`src/verilog/ebus_pkg.sv`:
```
// ==========================================================================
package ebus_pkg;

   // =======================================================================
   // Encodings and widths
   localparam logic [1:0] SIZE_LONG = 2'h0;
   localparam logic [1:0] SIZE_BYTE = 2'h1;
   localparam logic [1:0] SIZE_WORD = 2'h2;
   localparam logic [1:0] SIZE_LINE = 2'h3;
   localparam int         ADDR_W    = 24;
   localparam int         DATA_W    = 32;
   localparam int         LINE_W    = 128;
   localparam logic [7:0] CS_IDLE   = 8'hff;
   localparam logic [3:0] BS_IDLE   = 4'hf;

   typedef struct packed {
      logic [1:0] port_size;      // Coded like a size: long, byte, word
      logic       internal_ack;
      logic [3:0] wait_states;
      logic       burst_read_enable;
      logic       burst_write_enable;
   } cs_cfg_t;

   typedef struct packed {
      logic [ADDR_W-1:0] addr;
      logic              write;
      logic [1:0]        size;
      logic [2:0]        chip;
   } req_t;

   typedef enum logic [6:0] {
      STATE_IDLE  = 7'h01,
      STATE_ZERO  = 7'h02,
      STATE_ONE   = 7'h04,
      STATE_TWO   = 7'h08,
      STATE_THREE = 7'h10,
      STATE_FOUR  = 7'h20,
      STATE_FIVE  = 7'h40
   } bus_state_t;

   // =======================================================================
   // Helpers
   function automatic logic [4:0] size_bytes(input logic [1:0] s);
      unique case (s)
         SIZE_BYTE: size_bytes = 5'h01;
         SIZE_WORD: size_bytes = 5'h02;
         SIZE_LONG: size_bytes = 5'h04;
         SIZE_LINE: size_bytes = 5'h10;
      endcase
   endfunction : size_bytes

   function automatic logic [4:0] beat_count(input logic [1:0] s,
                                             input logic [1:0] p);
      logic [4:0] sb;
      logic [4:0] pb;
      sb = size_bytes(s);
      pb = size_bytes(p);
      if (sb <= pb)
         beat_count = 5'h01;
      else if (pb == 5'h01)
         beat_count = sb;
      else if (pb == 5'h02)
         beat_count = sb >> 1;
      else
         beat_count = sb >> 2;
   endfunction : beat_count

   // Active-high lane set; the slave side sees the inverse
   function automatic logic [3:0] byte_lanes(input logic [1:0] p,
                                             input logic [1:0] s,
                                             input logic [1:0] a);
      byte_lanes = 4'hf;
      if (p == SIZE_BYTE)
         byte_lanes = 4'h8;
      else if (p == SIZE_WORD)
         byte_lanes = (s == SIZE_BYTE) ? (a[0] ? 4'h4 : 4'h8) : 4'hc;
      else if (s == SIZE_BYTE)
         byte_lanes = 4'h8 >> a;
      else if (s == SIZE_WORD)
         byte_lanes = a[1] ? 4'h3 : 4'hc;
   endfunction : byte_lanes

endpackage : ebus_pkg

```
`src/verilog/ebus_cycle_master.sv`:
```
module ebus_cycle_master
   import ebus_pkg::*;
(
   // Clock and reset
   input  wire logic                  REF_CLK,
   input  wire logic                  NRST,
   // Request side
   input  wire req_t                  REQ,
   input  wire logic                  REQ_VALID,
   input  wire logic [LINE_W-1:0]     REQ_WDATA,
   output logic                       REQ_READY,
   output logic [DATA_W-1:0]          RD_DATA,
   output logic                       RD_VALID,
   output logic                       DONE,
   // Per chip select configuration
   input  wire cs_cfg_t [7:0]         CS_CONFIG,
   // External bus
   output logic                       BUS_CLOCK_OUT,
   output logic [ADDR_W-1:0]          ADDR,
   output logic                       ADDR_OE,
   output logic                       READ_WRITE,
   output logic [1:0]                 TRANSFER_SIZE,
   output logic                       TRANSFER_START_N,
   output logic                       TRANSFER_IN_PROGRESS_N,
   input  wire logic                  TRANSFER_ACK_N,
   output logic [7:0]                 CHIP_SELECT_N,
   output logic [3:0]                 BYTE_SELECT_N,
   output logic                       OUTPUT_ENABLE_N,
   input  wire logic [DATA_W-1:0]     DATA_IN,
   output logic [DATA_W-1:0]          DATA_OUT,
   output logic                       DATA_OE
);

   // =======================================================================
   // Declarations
   bus_state_t          state_reg;
   bus_state_t          state_next;
   req_t                req_reg;
   cs_cfg_t             cfg;
   logic [LINE_W-1:0]   wdata_reg;
   logic [LINE_W-1:0]   wshift;
   logic [ADDR_W-1:0]   addr_reg;
   logic [ADDR_W-1:0]   addr_step;
   logic [4:0]          beats_reg;
   logic [3:0]          wait_reg;
   logic                burst_reg;
   logic                first_reg;
   logic                take;
   logic                fast;
   logic                ack;
   logic                beat;
   logic                more;
   logic                rest;
   logic                step_ok;
   logic [1:0]          cyc_size;

   // =======================================================================
   // Decode of the current access
   assign cfg  = CS_CONFIG[req_reg.chip];
   assign take = REQ_VALID && REQ_READY;
   assign more = beats_reg > 5'h01;
   // In the hold clock the count has already dropped for this beat
   assign rest = beats_reg != 5'h00;

   // Fast ack only counts when the slave terminates the cycle itself
   assign fast = (state_reg == STATE_ONE) && !cfg.internal_ack
                 && !TRANSFER_ACK_N;
   // Internal ack after the programmed waits, else the slave's ack
   assign ack  = cfg.internal_ack ? (wait_reg == 4'h0)
                                  : !TRANSFER_ACK_N;
   assign beat = fast || ((state_reg == STATE_THREE) && ack);

   // Line steps wrap inside the aligned line, so C leads to 0
   always_comb begin
      addr_step = addr_reg + ADDR_W'(size_bytes(cfg.port_size));
      if (req_reg.size == SIZE_LINE)
         addr_step = {addr_reg[ADDR_W-1:4],
                      addr_reg[3:0] + 4'(size_bytes(cfg.port_size))};
   end

   // Slave increments itself in bursts and line accesses under external termination
   assign step_ok = (burst_reg || req_reg.size == SIZE_LINE)
                    ? cfg.internal_ack : 1'b1;

   // Next write beat: bytes leave the top in transfer order
   always_comb begin
      unique case (cfg.port_size)
         SIZE_BYTE: wshift = wdata_reg << 8;
         SIZE_WORD: wshift = wdata_reg << 16;
         default:   wshift = wdata_reg << 32;
      endcase
   end

   // Size code: whole transfer in bursts, line first when inhibited
   always_comb begin
      if (!more && first_reg)
         cyc_size = req_reg.size;
      else if (burst_reg)
         cyc_size = req_reg.size;
      else if (first_reg && req_reg.size == SIZE_LINE)
         cyc_size = SIZE_LINE;
      else
         cyc_size = cfg.port_size;
   end

   // =======================================================================
   // State transitions: one state per reference clock, two per bus clock
   always_comb begin
      state_next = state_reg;
      unique case (state_reg)
         STATE_IDLE:  if (take) state_next = STATE_ZERO;
         STATE_ZERO:  state_next = STATE_ONE;
         STATE_ONE:   state_next = fast ? STATE_FOUR : STATE_TWO;
         STATE_TWO:   state_next = STATE_THREE;
         STATE_THREE: begin
            if (!ack)
               state_next = STATE_TWO;
            else if (burst_reg && more)
               state_next = STATE_TWO;
            else
               state_next = STATE_FOUR;
         end
         STATE_FOUR:  state_next = STATE_FIVE;
         STATE_FIVE:  state_next = rest ? STATE_ZERO : STATE_IDLE;
         default:     state_next = STATE_IDLE;
      endcase
   end

   always_ff @(posedge REF_CLK or negedge NRST) begin
      if (!NRST)
         state_reg <= STATE_IDLE;
      else
         state_reg <= state_next;
   end

   // =======================================================================
   // Bus clock: high in even states, low in odd states
   always_ff @(posedge REF_CLK or negedge NRST) begin
      if (!NRST)
         BUS_CLOCK_OUT <= 1'b0;
      else
         BUS_CLOCK_OUT <= !BUS_CLOCK_OUT;
   end

   // A new cycle may only start on a rising bus clock edge
   always_ff @(posedge REF_CLK or negedge NRST) begin
      if (!NRST)
         REQ_READY <= 1'b0;
      else
         REQ_READY <= (state_next == STATE_IDLE) && BUS_CLOCK_OUT;
   end

   // =======================================================================
   // Request capture and beat bookkeeping
   always_ff @(posedge REF_CLK or negedge NRST) begin
      if (!NRST) begin
         req_reg   <= '0;
         wdata_reg <= '0;
         addr_reg  <= '0;
         beats_reg <= 5'h00;
         burst_reg <= 1'b0;
         first_reg <= 1'b0;
      end else if (take) begin
         req_reg   <= REQ;
         wdata_reg <= REQ_WDATA;
         addr_reg  <= REQ.addr;
         beats_reg <= beat_count(REQ.size,
                                 CS_CONFIG[REQ.chip].port_size);
         burst_reg <= (beat_count(REQ.size,
                                  CS_CONFIG[REQ.chip].port_size) > 5'h01)
                      && (REQ.write
                          ? CS_CONFIG[REQ.chip].burst_write_enable
                          : CS_CONFIG[REQ.chip].burst_read_enable);
         first_reg <= 1'b1;
      end else if (beat) begin
         wdata_reg <= wshift;
         beats_reg <= beats_reg - 5'h01;
         first_reg <= 1'b0;
         if (more)
            addr_reg <= addr_step;
      end else if (state_reg == STATE_FIVE) begin
         first_reg <= 1'b0;
      end
   end

   // Internal wait counter restarts for every cycle and burst beat
   always_ff @(posedge REF_CLK or negedge NRST) begin
      if (!NRST)
         wait_reg <= 4'h0;
      else if (take)
         wait_reg <= CS_CONFIG[REQ.chip].wait_states;
      else if (state_next == STATE_ZERO || (beat && burst_reg))
         wait_reg <= cfg.wait_states;
      else if (state_reg == STATE_THREE && wait_reg != 4'h0)
         wait_reg <= wait_reg - 4'h1;
   end

   // =======================================================================
   // Address and attributes change on rising bus clock edges only
   always_ff @(posedge REF_CLK or negedge NRST) begin
      if (!NRST) begin
         ADDR          <= '0;
         ADDR_OE       <= 1'b0;
         READ_WRITE    <= 1'b1;
         TRANSFER_SIZE <= SIZE_LONG;
      end else if (take) begin
         ADDR          <= REQ.addr;
         ADDR_OE       <= 1'b1;
         READ_WRITE    <= !REQ.write;
         TRANSFER_SIZE <= (beat_count(REQ.size,
                                      CS_CONFIG[REQ.chip].port_size)
                           > 5'h01)
                          && !(REQ.write
                               ? CS_CONFIG[REQ.chip].burst_write_enable
                               : CS_CONFIG[REQ.chip].burst_read_enable)
                          && REQ.size != SIZE_LINE
                          ? CS_CONFIG[REQ.chip].port_size : REQ.size;
      end else if (state_reg == STATE_FIVE && rest) begin
         // Split access: next piece, attributes held to this edge
         if (step_ok)
            ADDR       <= addr_reg;
         TRANSFER_SIZE <= cyc_size;
      end else if (state_reg == STATE_FIVE) begin
         ADDR_OE       <= 1'b0;
         READ_WRITE    <= 1'b1;
         TRANSFER_SIZE <= SIZE_LONG;
      end else if (state_reg == STATE_THREE && ack && burst_reg
                   && more && step_ok) begin
         ADDR          <= addr_step;
      end
   end

   // Start lasts exactly the first bus clock of each cycle
   always_ff @(posedge REF_CLK or negedge NRST) begin
      if (!NRST)
         TRANSFER_START_N <= 1'b1;
      else if (state_next == STATE_ZERO)
         TRANSFER_START_N <= 1'b0;
      else if (state_reg == STATE_ONE)
         TRANSFER_START_N <= 1'b1;
   end

   // In-progress stays low across split pieces of one request
   always_ff @(posedge REF_CLK or negedge NRST) begin
      if (!NRST)
         TRANSFER_IN_PROGRESS_N <= 1'b1;
      else if (state_next == STATE_ZERO)
         TRANSFER_IN_PROGRESS_N <= 1'b0;
      else if (state_reg == STATE_FIVE && !rest)
         TRANSFER_IN_PROGRESS_N <= 1'b1;
   end

   // =======================================================================
   // Selects move on falling bus clock edges, held through a burst
   always_ff @(posedge REF_CLK or negedge NRST) begin
      if (!NRST) begin
         CHIP_SELECT_N   <= CS_IDLE;
         BYTE_SELECT_N   <= BS_IDLE;
         OUTPUT_ENABLE_N <= 1'b1;
      end else if (state_reg == STATE_ZERO) begin
         CHIP_SELECT_N   <= ~(8'h01 << req_reg.chip);
         BYTE_SELECT_N   <= ~byte_lanes(cfg.port_size, req_reg.size,
                                        addr_reg[1:0]);
         OUTPUT_ENABLE_N <= req_reg.write;
      end else if (state_reg == STATE_FOUR) begin
         CHIP_SELECT_N   <= CS_IDLE;
         BYTE_SELECT_N   <= BS_IDLE;
         OUTPUT_ENABLE_N <= 1'b1;
      end
   end

   // =======================================================================
   // Write data: on at the end of clock one, off when the cycle ends
   always_ff @(posedge REF_CLK or negedge NRST) begin
      if (!NRST) begin
         DATA_OUT <= '0;
         DATA_OE  <= 1'b0;
      end else if (state_reg == STATE_ONE && req_reg.write) begin
         DATA_OUT <= wdata_reg[LINE_W-1 -: DATA_W];
         DATA_OE  <= 1'b1;
      end else if (state_reg == STATE_THREE && ack && burst_reg
                   && more && req_reg.write) begin
         DATA_OUT <= wshift[LINE_W-1 -: DATA_W];
      end else if (state_reg == STATE_FIVE) begin
         DATA_OE  <= 1'b0;
      end
   end

   // =======================================================================
   // Read data is taken on the edge that samples the ack
   always_ff @(posedge REF_CLK or negedge NRST) begin
      if (!NRST) begin
         RD_DATA  <= '0;
         RD_VALID <= 1'b0;
      end else begin
         RD_VALID <= beat && !req_reg.write;
         if (beat && !req_reg.write)
            RD_DATA <= DATA_IN;
      end
   end

   // Completion pulse when the last hold clock ends
   always_ff @(posedge REF_CLK or negedge NRST) begin
      if (!NRST)
         DONE <= 1'b0;
      else
         DONE <= (state_reg == STATE_FIVE) && !rest;
   end

endmodule : ebus_cycle_master

```
`config.mk`:
```
export PLATFORM = sky130hd
export DESIGN_NAME = ebus_cycle_master
export DESIGN_NICKNAME = d
export VERILOG_FILES = /design/src/verilog/ebus_pkg.sv /design/src/verilog/ebus_cycle_master.sv
export SDC_FILE = /design/constraint.sdc
export NUM_CORES = 1
export LEC_CHECK = 0
export ABC_AREA = 1
export BUFFER_PORTS_ARGS = -buffer_cell sky130_fd_sc_hd__buf_2
export CAP_MARGIN = 20
export CELL_PAD_IN_SITES_DETAIL_PLACEMENT = 1
export CELL_PAD_IN_SITES_GLOBAL_PLACEMENT = 1
export CORE_AREA = 2 2 222 224
export DETAILED_ROUTE_END_ITERATION = 10
export DIE_AREA = 0 0 224 226
export GPL_ROUTABILITY_DRIVEN = 1
export PLACE_DENSITY = 0.79
export SLEW_MARGIN = 5
export SYNTH_ARGS = -nofsm -noshare
export SYNTH_HDL_FRONTEND = slang
export SYNTH_SLANG_ARGS = --single-unit
export TNS_END_PERCENT = 5
```
`constraint.sdc`:
```
create_clock -name REF_CLK -period 5.29 [get_ports REF_CLK]
set_input_delay 1.3225 -clock REF_CLK [delete_from_list [all_inputs] [get_ports REF_CLK]]
set_output_delay 1.3225 -clock REF_CLK [all_outputs]
set_load 0.02 [all_outputs]
```
==> results of run 1 <==
==> area by class of cell <==
class | count | area, um^2
well taps | 622 | 778
diodes | 4 | 10.0
repair buffers | 399 | 2100
multi-input cells | 1474 | 7870
fillers | 6054 | 28300
clock buffers | 52 | 1060
inverters | 252 | 952
flip-flops and latches | 288 | 7230
clock inverters | 11 | 91.3
==> metal layers <==
metal | vias up | global-route usage | wire length, um
met3 | 125 | 0.0483 | 4160
met4 | 22 | 0.0791 | 1610
li1 | 7930 | - | -
met1 | 8585 | 0.333 | 28400
met5 | - | 0 | 155
met2 | 570 | 0.418 | 30700
==> power by group through the flow <==
stage | sequential [mW] | combinational, mW | clock [mW]
final | 3.83 | 5.74 | 2.44
after global routing | 3.92 | 6.32 | 2.56
after CTS | 3.81 | 5.72 | 2.48
after detailed placement | 3.84 | 5.65 | 0
after global placement | 3.78 | 5.47 | 0
after floorplan | 4.07 | 3.42 | 0
==> final timing paths <==
check	cells past startpoint	slack, ns	end	from
worst max-delay path	21	1.16	ADDR[16]	req_reg[0]
worst min-delay path	1	0.46	BUS_CLOCK_OUT	BUS_CLOCK_OUT
worst max register to register	21	1.16	ADDR[16]	req_reg[0]
worst min register to register	1	0.46	BUS_CLOCK_OUT	BUS_CLOCK_OUT
max in group asynchronous	2	3.37	CHIP_SELECT_N[7]	NRST
min in group asynchronous	1	0.84	RD_DATA[15]	NRST
==> worst max-delay path: stages (launching register included) <==
cell and delay [ns]:
dfrtp_1 0.61, nor2_1 0.10, buf_4 0.21, a22oi_1 0.23, o221ai_1 0.16, inv_1 0.09, o21a_1 0.28, ha_1 0.28
ha_1 0.23, fa_1 0.22, nand2_1 0.09, a21oi_1 0.20, nand2_1 0.12, nand2_1 0.08, nand2_1 0.10, nor2_1 0.35
nand3_1 0.17, xnor2_1 0.23, nand2_1 0.09, nand3_1 0.09, nand2_1 0.05, nand2_1 0.06
==> cells by family (layout without fill, tap and decap cells) <==
logic type      count (synthesis)  after routing  synth area share
compound gates                590            590             0.239
simple gates                  850            850             0.209
xor+xnor                       16             16           0.00841
mux                             1              1          0.000601
buf+inv                       386            714            0.0957
fa+ha+maj                      17             17            0.0132
other cells                     0              4                 0
flops                         288            288             0.434
==> Yosys cell counts (5+ instances only) <==
cell type	count
inv_1	237
o22ai_1	82
buf_1	13
a21oi_1	81
o221ai_2	30
a31oi_1	21
inv_2	10
buf_6	10
nand4_1	12
o21ai_1	60
a211oi_2	9
buf_4	7
xor2_1	13
o21ai_0	141
a211oi_1	5
nor3_1	14
nand3_1	98
a22oi_1	8
dfrtp_1	271
nand2_1	526
ha_1	16
dfstp_2	17
o211ai_1	54
clkbuf_1	70
o221ai_1	75
buf_2	34
a221oi_1	8
nor2_1	181
==> results.cfg, run 1 <==
[outcome]
status = finished, final reports clean

[power]
power_frac_seq = 0.319
comb_power_share = 0.478
power.density_nw_per_um2 = 597
swShare = 0.464
ir_drop_v = 0.000358
p_total_mw = 12.0
p_int_mw = 6.43
clkPwrFrac = 0.203
leakagePower_nw = 9.78
switchingPower_mw = 5.57

[final_layout]
final_util = 0.416
layout_commonest_cell = nand2_1
syn2layout_area_growth_pct = 20.6
drive_above_1_share = 0.219
fin_nets = 2733
final_cell_mix = nand2_1, buf_2, dfrtp_1
postLayoutCellArea_um2 = 20100
largest_register_ffs = 128
stdcell_count = 3102

[synthesis]
synth_edf_count = 0
yosysUniqueCellTypes = 53
yosysSeqAreaShare = 0.434
synthArstFlopShare = 1.00
avgSynthCellArea_um2 = 7.76
yosys_warnings = 0
netlist.area_leader.share = 0.407
synth_ff_type = dfrtp_1
synthesis.nets = 2431
syn_area_um2 = 16700
syn-instance-count = 2148
ys_seq_elements = 288
synth.area.top_cells = dfrtp_1, nand2_1, inv_1, o21ai_0, nor2_1
yosys.area.top_type = dfrtp_1

[clocking]
numCtsBuffers = 35
postCtsSetupRepairBufs = 0
clock-root-buffer = clkbuf_16
htree_num_levels = 2
clock_path_buffers = 3
cts_tree = done
clock-sinks = 288
clkSlewWorstSetupHoldPaths_ns = 0.06
clock_latency_ns = 0.54
post_cts_resized = 0
cts_hold_buf = 0

[sta]
rsz0062_at_grt = no
fin_crit_ns = 4.13
fmax_mhz = 242
worst_slew_pin_slew_ns = 0.951
max_slew_margin = 0.366
hold_ws_ns = 0.457
fin_ws_ns = 1.16
period_share = 0.780
fin_skew_ns = 0.0328
slew_viol_final = 0
setup_viol = 0
finalHoldViolCount = 0
finalSetupTns_ns = 0

[die]
ios = 378
start_util = 0.345
die_h_um = 226
die_area_um2 = 50600
core.rowCount = 81
die_x_um = 224
core-area_um2 = 48300

[global_route]
gr-usage-all-layers = 0.252
grt.overflow.total = 0
grt_pass1_wl_mm = 101
antenna_found_initial = 16
grt_max_degree = 169
grt_pass1_vias = 17770

[placed_design]
pre_cts_ws_ns = 0.736
place_area_um2 = 18900
placed_cells = 3034
port_buffers = 377
gp_congestion = 0.859
hpwl_mm = 46.1

[setup_path]
worst_setup_path_start_kind = flop
cp_data_required_time_ns = 5.76
critPathCaptureType = flop
path_max_fanout = 11
critPathKind = flop to flop
arrival_ns = 4.59

[route]
viasPerCell = 5.56
drc = 0
num_vias = 17232
drt-pass1-iter-count = 4
ant_nets = 0
drtIter0Drc = 1157
wl_per_cell_um = 21.0
drt-total-wl_mm = 65.0

[min_path]
min_path_type = flop to flop

[job]
drv_cap = 0
No activity file was read; power rests on OpenSTA's default activity.
==> run 2: changes to the inputs <==
Clock period 5.29 ns to 3.86 ns, I/O delays scaled along.
==> run 2 against run 1 <==
  * Sequential share of layout area down 0.54 points
  * Flip-flop and latch count did not move
  * Final cell count up 1.1%
  * Clock skew is 0.0022 ns higher
  * Critical path depth up 1
  * Combinational power up 43%
  * Count of clock-buffer cells in the layout fell by 4
  * Core utilization is 0.63 points higher
  * Register-to-register slack worse by 0.91 ns
  * Power up 39%
  * Worst setup slack got worse by 0.91 ns
  * Non-clock buffer count is 36 higher
  * Largest power group unchanged
==> results.cfg, run 2 (synthesis results as in run 1) <==
[sta]
fmax_mhz = 277
max_slew_margin = 0.413
fin_ws_ns = 0.250
slew_viol_final = 0
finalSetupTns_ns = 0
fin_skew_ns = 0.0350
period_share = 0.935
worst_slew_pin_slew_ns = 0.880
finalHoldViolCount = 0
fin_crit_ns = 3.61
setup_viol = 0

[global_route]
grt_pass1_wl_mm = 101
grt_max_degree = 177
gr-usage-all-layers = 0.251
grt_pass1_vias = 17994
grt.overflow.total = 0
antenna_found_initial = 13

[setup_path]
critPathKind = flop to flop
path_common_cell = nand2_1
critPathTopFamily = compound AO/OA/AOI/OAI gates
critPathSlowestCell = dfrtp_1
critPathCaptureType = flop
worst_setup_path_start_kind = flop
arrival_ns = 4.06
path_buf_inv = 3
cp_data_required_time_ns = 4.31
cpPeakStageDelay_ns = 0.40
path_max_fanout = 7
crit_path_cell_trace = buf_4, nand2_4, inv_2, a22oi_1, o221ai_1, nand2_1, o21a_1, inv_1, ha_1, ha_1, fa_1, nand2_1, a21oi_2, nand2_1, nand2_1, nand2_2, nor2_2, nand2_1, nor2_1, xor2_1, a21oi_1, o21ai_0

[route]
ant_nets = 0
wl_per_cell_um = 20.7
drt-total-wl_mm = 64.9
num_vias = 17356
viasPerCell = 5.54
drc = 0
drtIter0Drc = 1284
drt-pass1-iter-count = 5

[clocking]
cts_tree = done
clock-root-buffer = clkbuf_16
clkSlewWorstSetupHoldPaths_ns = 0.06
clock_latency_ns = 0.55
htree_num_levels = 2
numCtsBuffers = 35
clock_path_buffers = 3
clock-sinks = 288
postCtsSetupRepairBufs = 0

[final_layout]
final_cell_mix = nand2_1, buf_2, dfrtp_1
fin_nets = 2769
layout_commonest_cell = nand2_1
largest_register_ffs = 128
syn2layout_area_growth_pct = 22.4
drive_above_1_share = 0.233
stdcell_count = 3135
final_util = 0.422

[min_path]
min_path_type = input pin to asynchronous set/reset pin

[placed_design]
pre_cts_ws_ns = -0.150
hpwl_mm = 47.1
port_buffers = 377
placed_cells = 3071
gp_congestion = 0.862

[die]
ios = 378
die_area_um2 = 50600
start_util = 0.345
core-area_um2 = 48300
die_x_um = 224
core.rowCount = 81
die_h_um = 226

[power]
power.density_nw_per_um2 = 819
ir_drop_v = 0.000608
p_total_mw = 16.7
leakagePower_nw = 9.97

[job]
drv_cap = 0

[outcome]
status = finished, final reports clean
-- run 2: layout make-up --
cell class              instances  area (um^2)
clock buffers                  48         1010
diodes                          4         10.0
inverters                     252          952
fillers                      5984        27900
flip-flops and latches        288         7230
well taps                     622          778
clock inverters                12          104
multi-input cells            1474         7890
repair buffers                435         2420
-- run 2: final timing paths --
| kind | endpoint | from | depth (start not counted) | slack [ns] |
|---|---|---|---|---|
| max | ADDR[12] | req_reg[0] | 22 | 0.25 |
| min | RD_DATA[4] | NRST | 1 | 0.39 |
| max reg2reg | ADDR[12] | req_reg[0] | 22 | 0.25 |
| min reg2reg | BUS_CLOCK_OUT | BUS_CLOCK_OUT | 1 | 0.45 |
| max in group asynchronous | wdata_reg[108] | NRST | 2 | 2.57 |
| min in group REF_CLK | BUS_CLOCK_OUT | BUS_CLOCK_OUT | 1 | 0.45 |
-- run 2: timing repair --
action / in CTS / in global routing
hold buffers: 0 / 0
endpoints found under the setup margin: 0 / 16
resized for setup: 0 / 6
-- run 2: worst reg2reg max path, stage by stage (launching register included) --
cell      delay, ns
dfrtp_1        0.40
buf_4          0.19
nand2_4        0.08
inv_2          0.07
a22oi_1        0.22
o221ai_1       0.18
nand2_1        0.09
o21a_1         0.23
inv_1          0.10
ha_1           0.23
ha_1           0.21
fa_1           0.39
nand2_1        0.12
a21oi_2        0.07
nand2_1        0.09
nand2_1        0.08
nand2_2        0.10
nor2_2         0.06
nand2_1        0.11
nor2_1         0.07
xor2_1         0.22
a21oi_1        0.09
o21ai_0        0.16
-- run 2: per-stage QoR --
step / hold WS (ns) / area [um^2]
3_5_place_dp: 0.441 / 19200
3_3_place_gp: 0.443 / 19200
6_report: 0.388 / 20400
4_1_cts: 0.397 / 20400
5_1_grt: 0.414 / 20400
2_1_floorplan: 0.446 / 16700
-- run 2: routing by layer --
layer	vias up	part of all wire	track usage	wire length [um]
li1	7998	-	-	-
met1	8587	0.44	0.335	28600
met2	607	0.46	0.402	29700
met3	148	0.063	0.0485	4060
met4	16	0.036	0.0972	2350
met5	-	0.0018	0	114
-- run 2: power by group --
part           leakage (nW)  switching (mW)  total (mW)  internal [mW]
logic                  5.96            5.47        8.22           2.75
clock network         0.548            1.36        3.27           1.91
registers              3.46           0.864        5.20           4.34
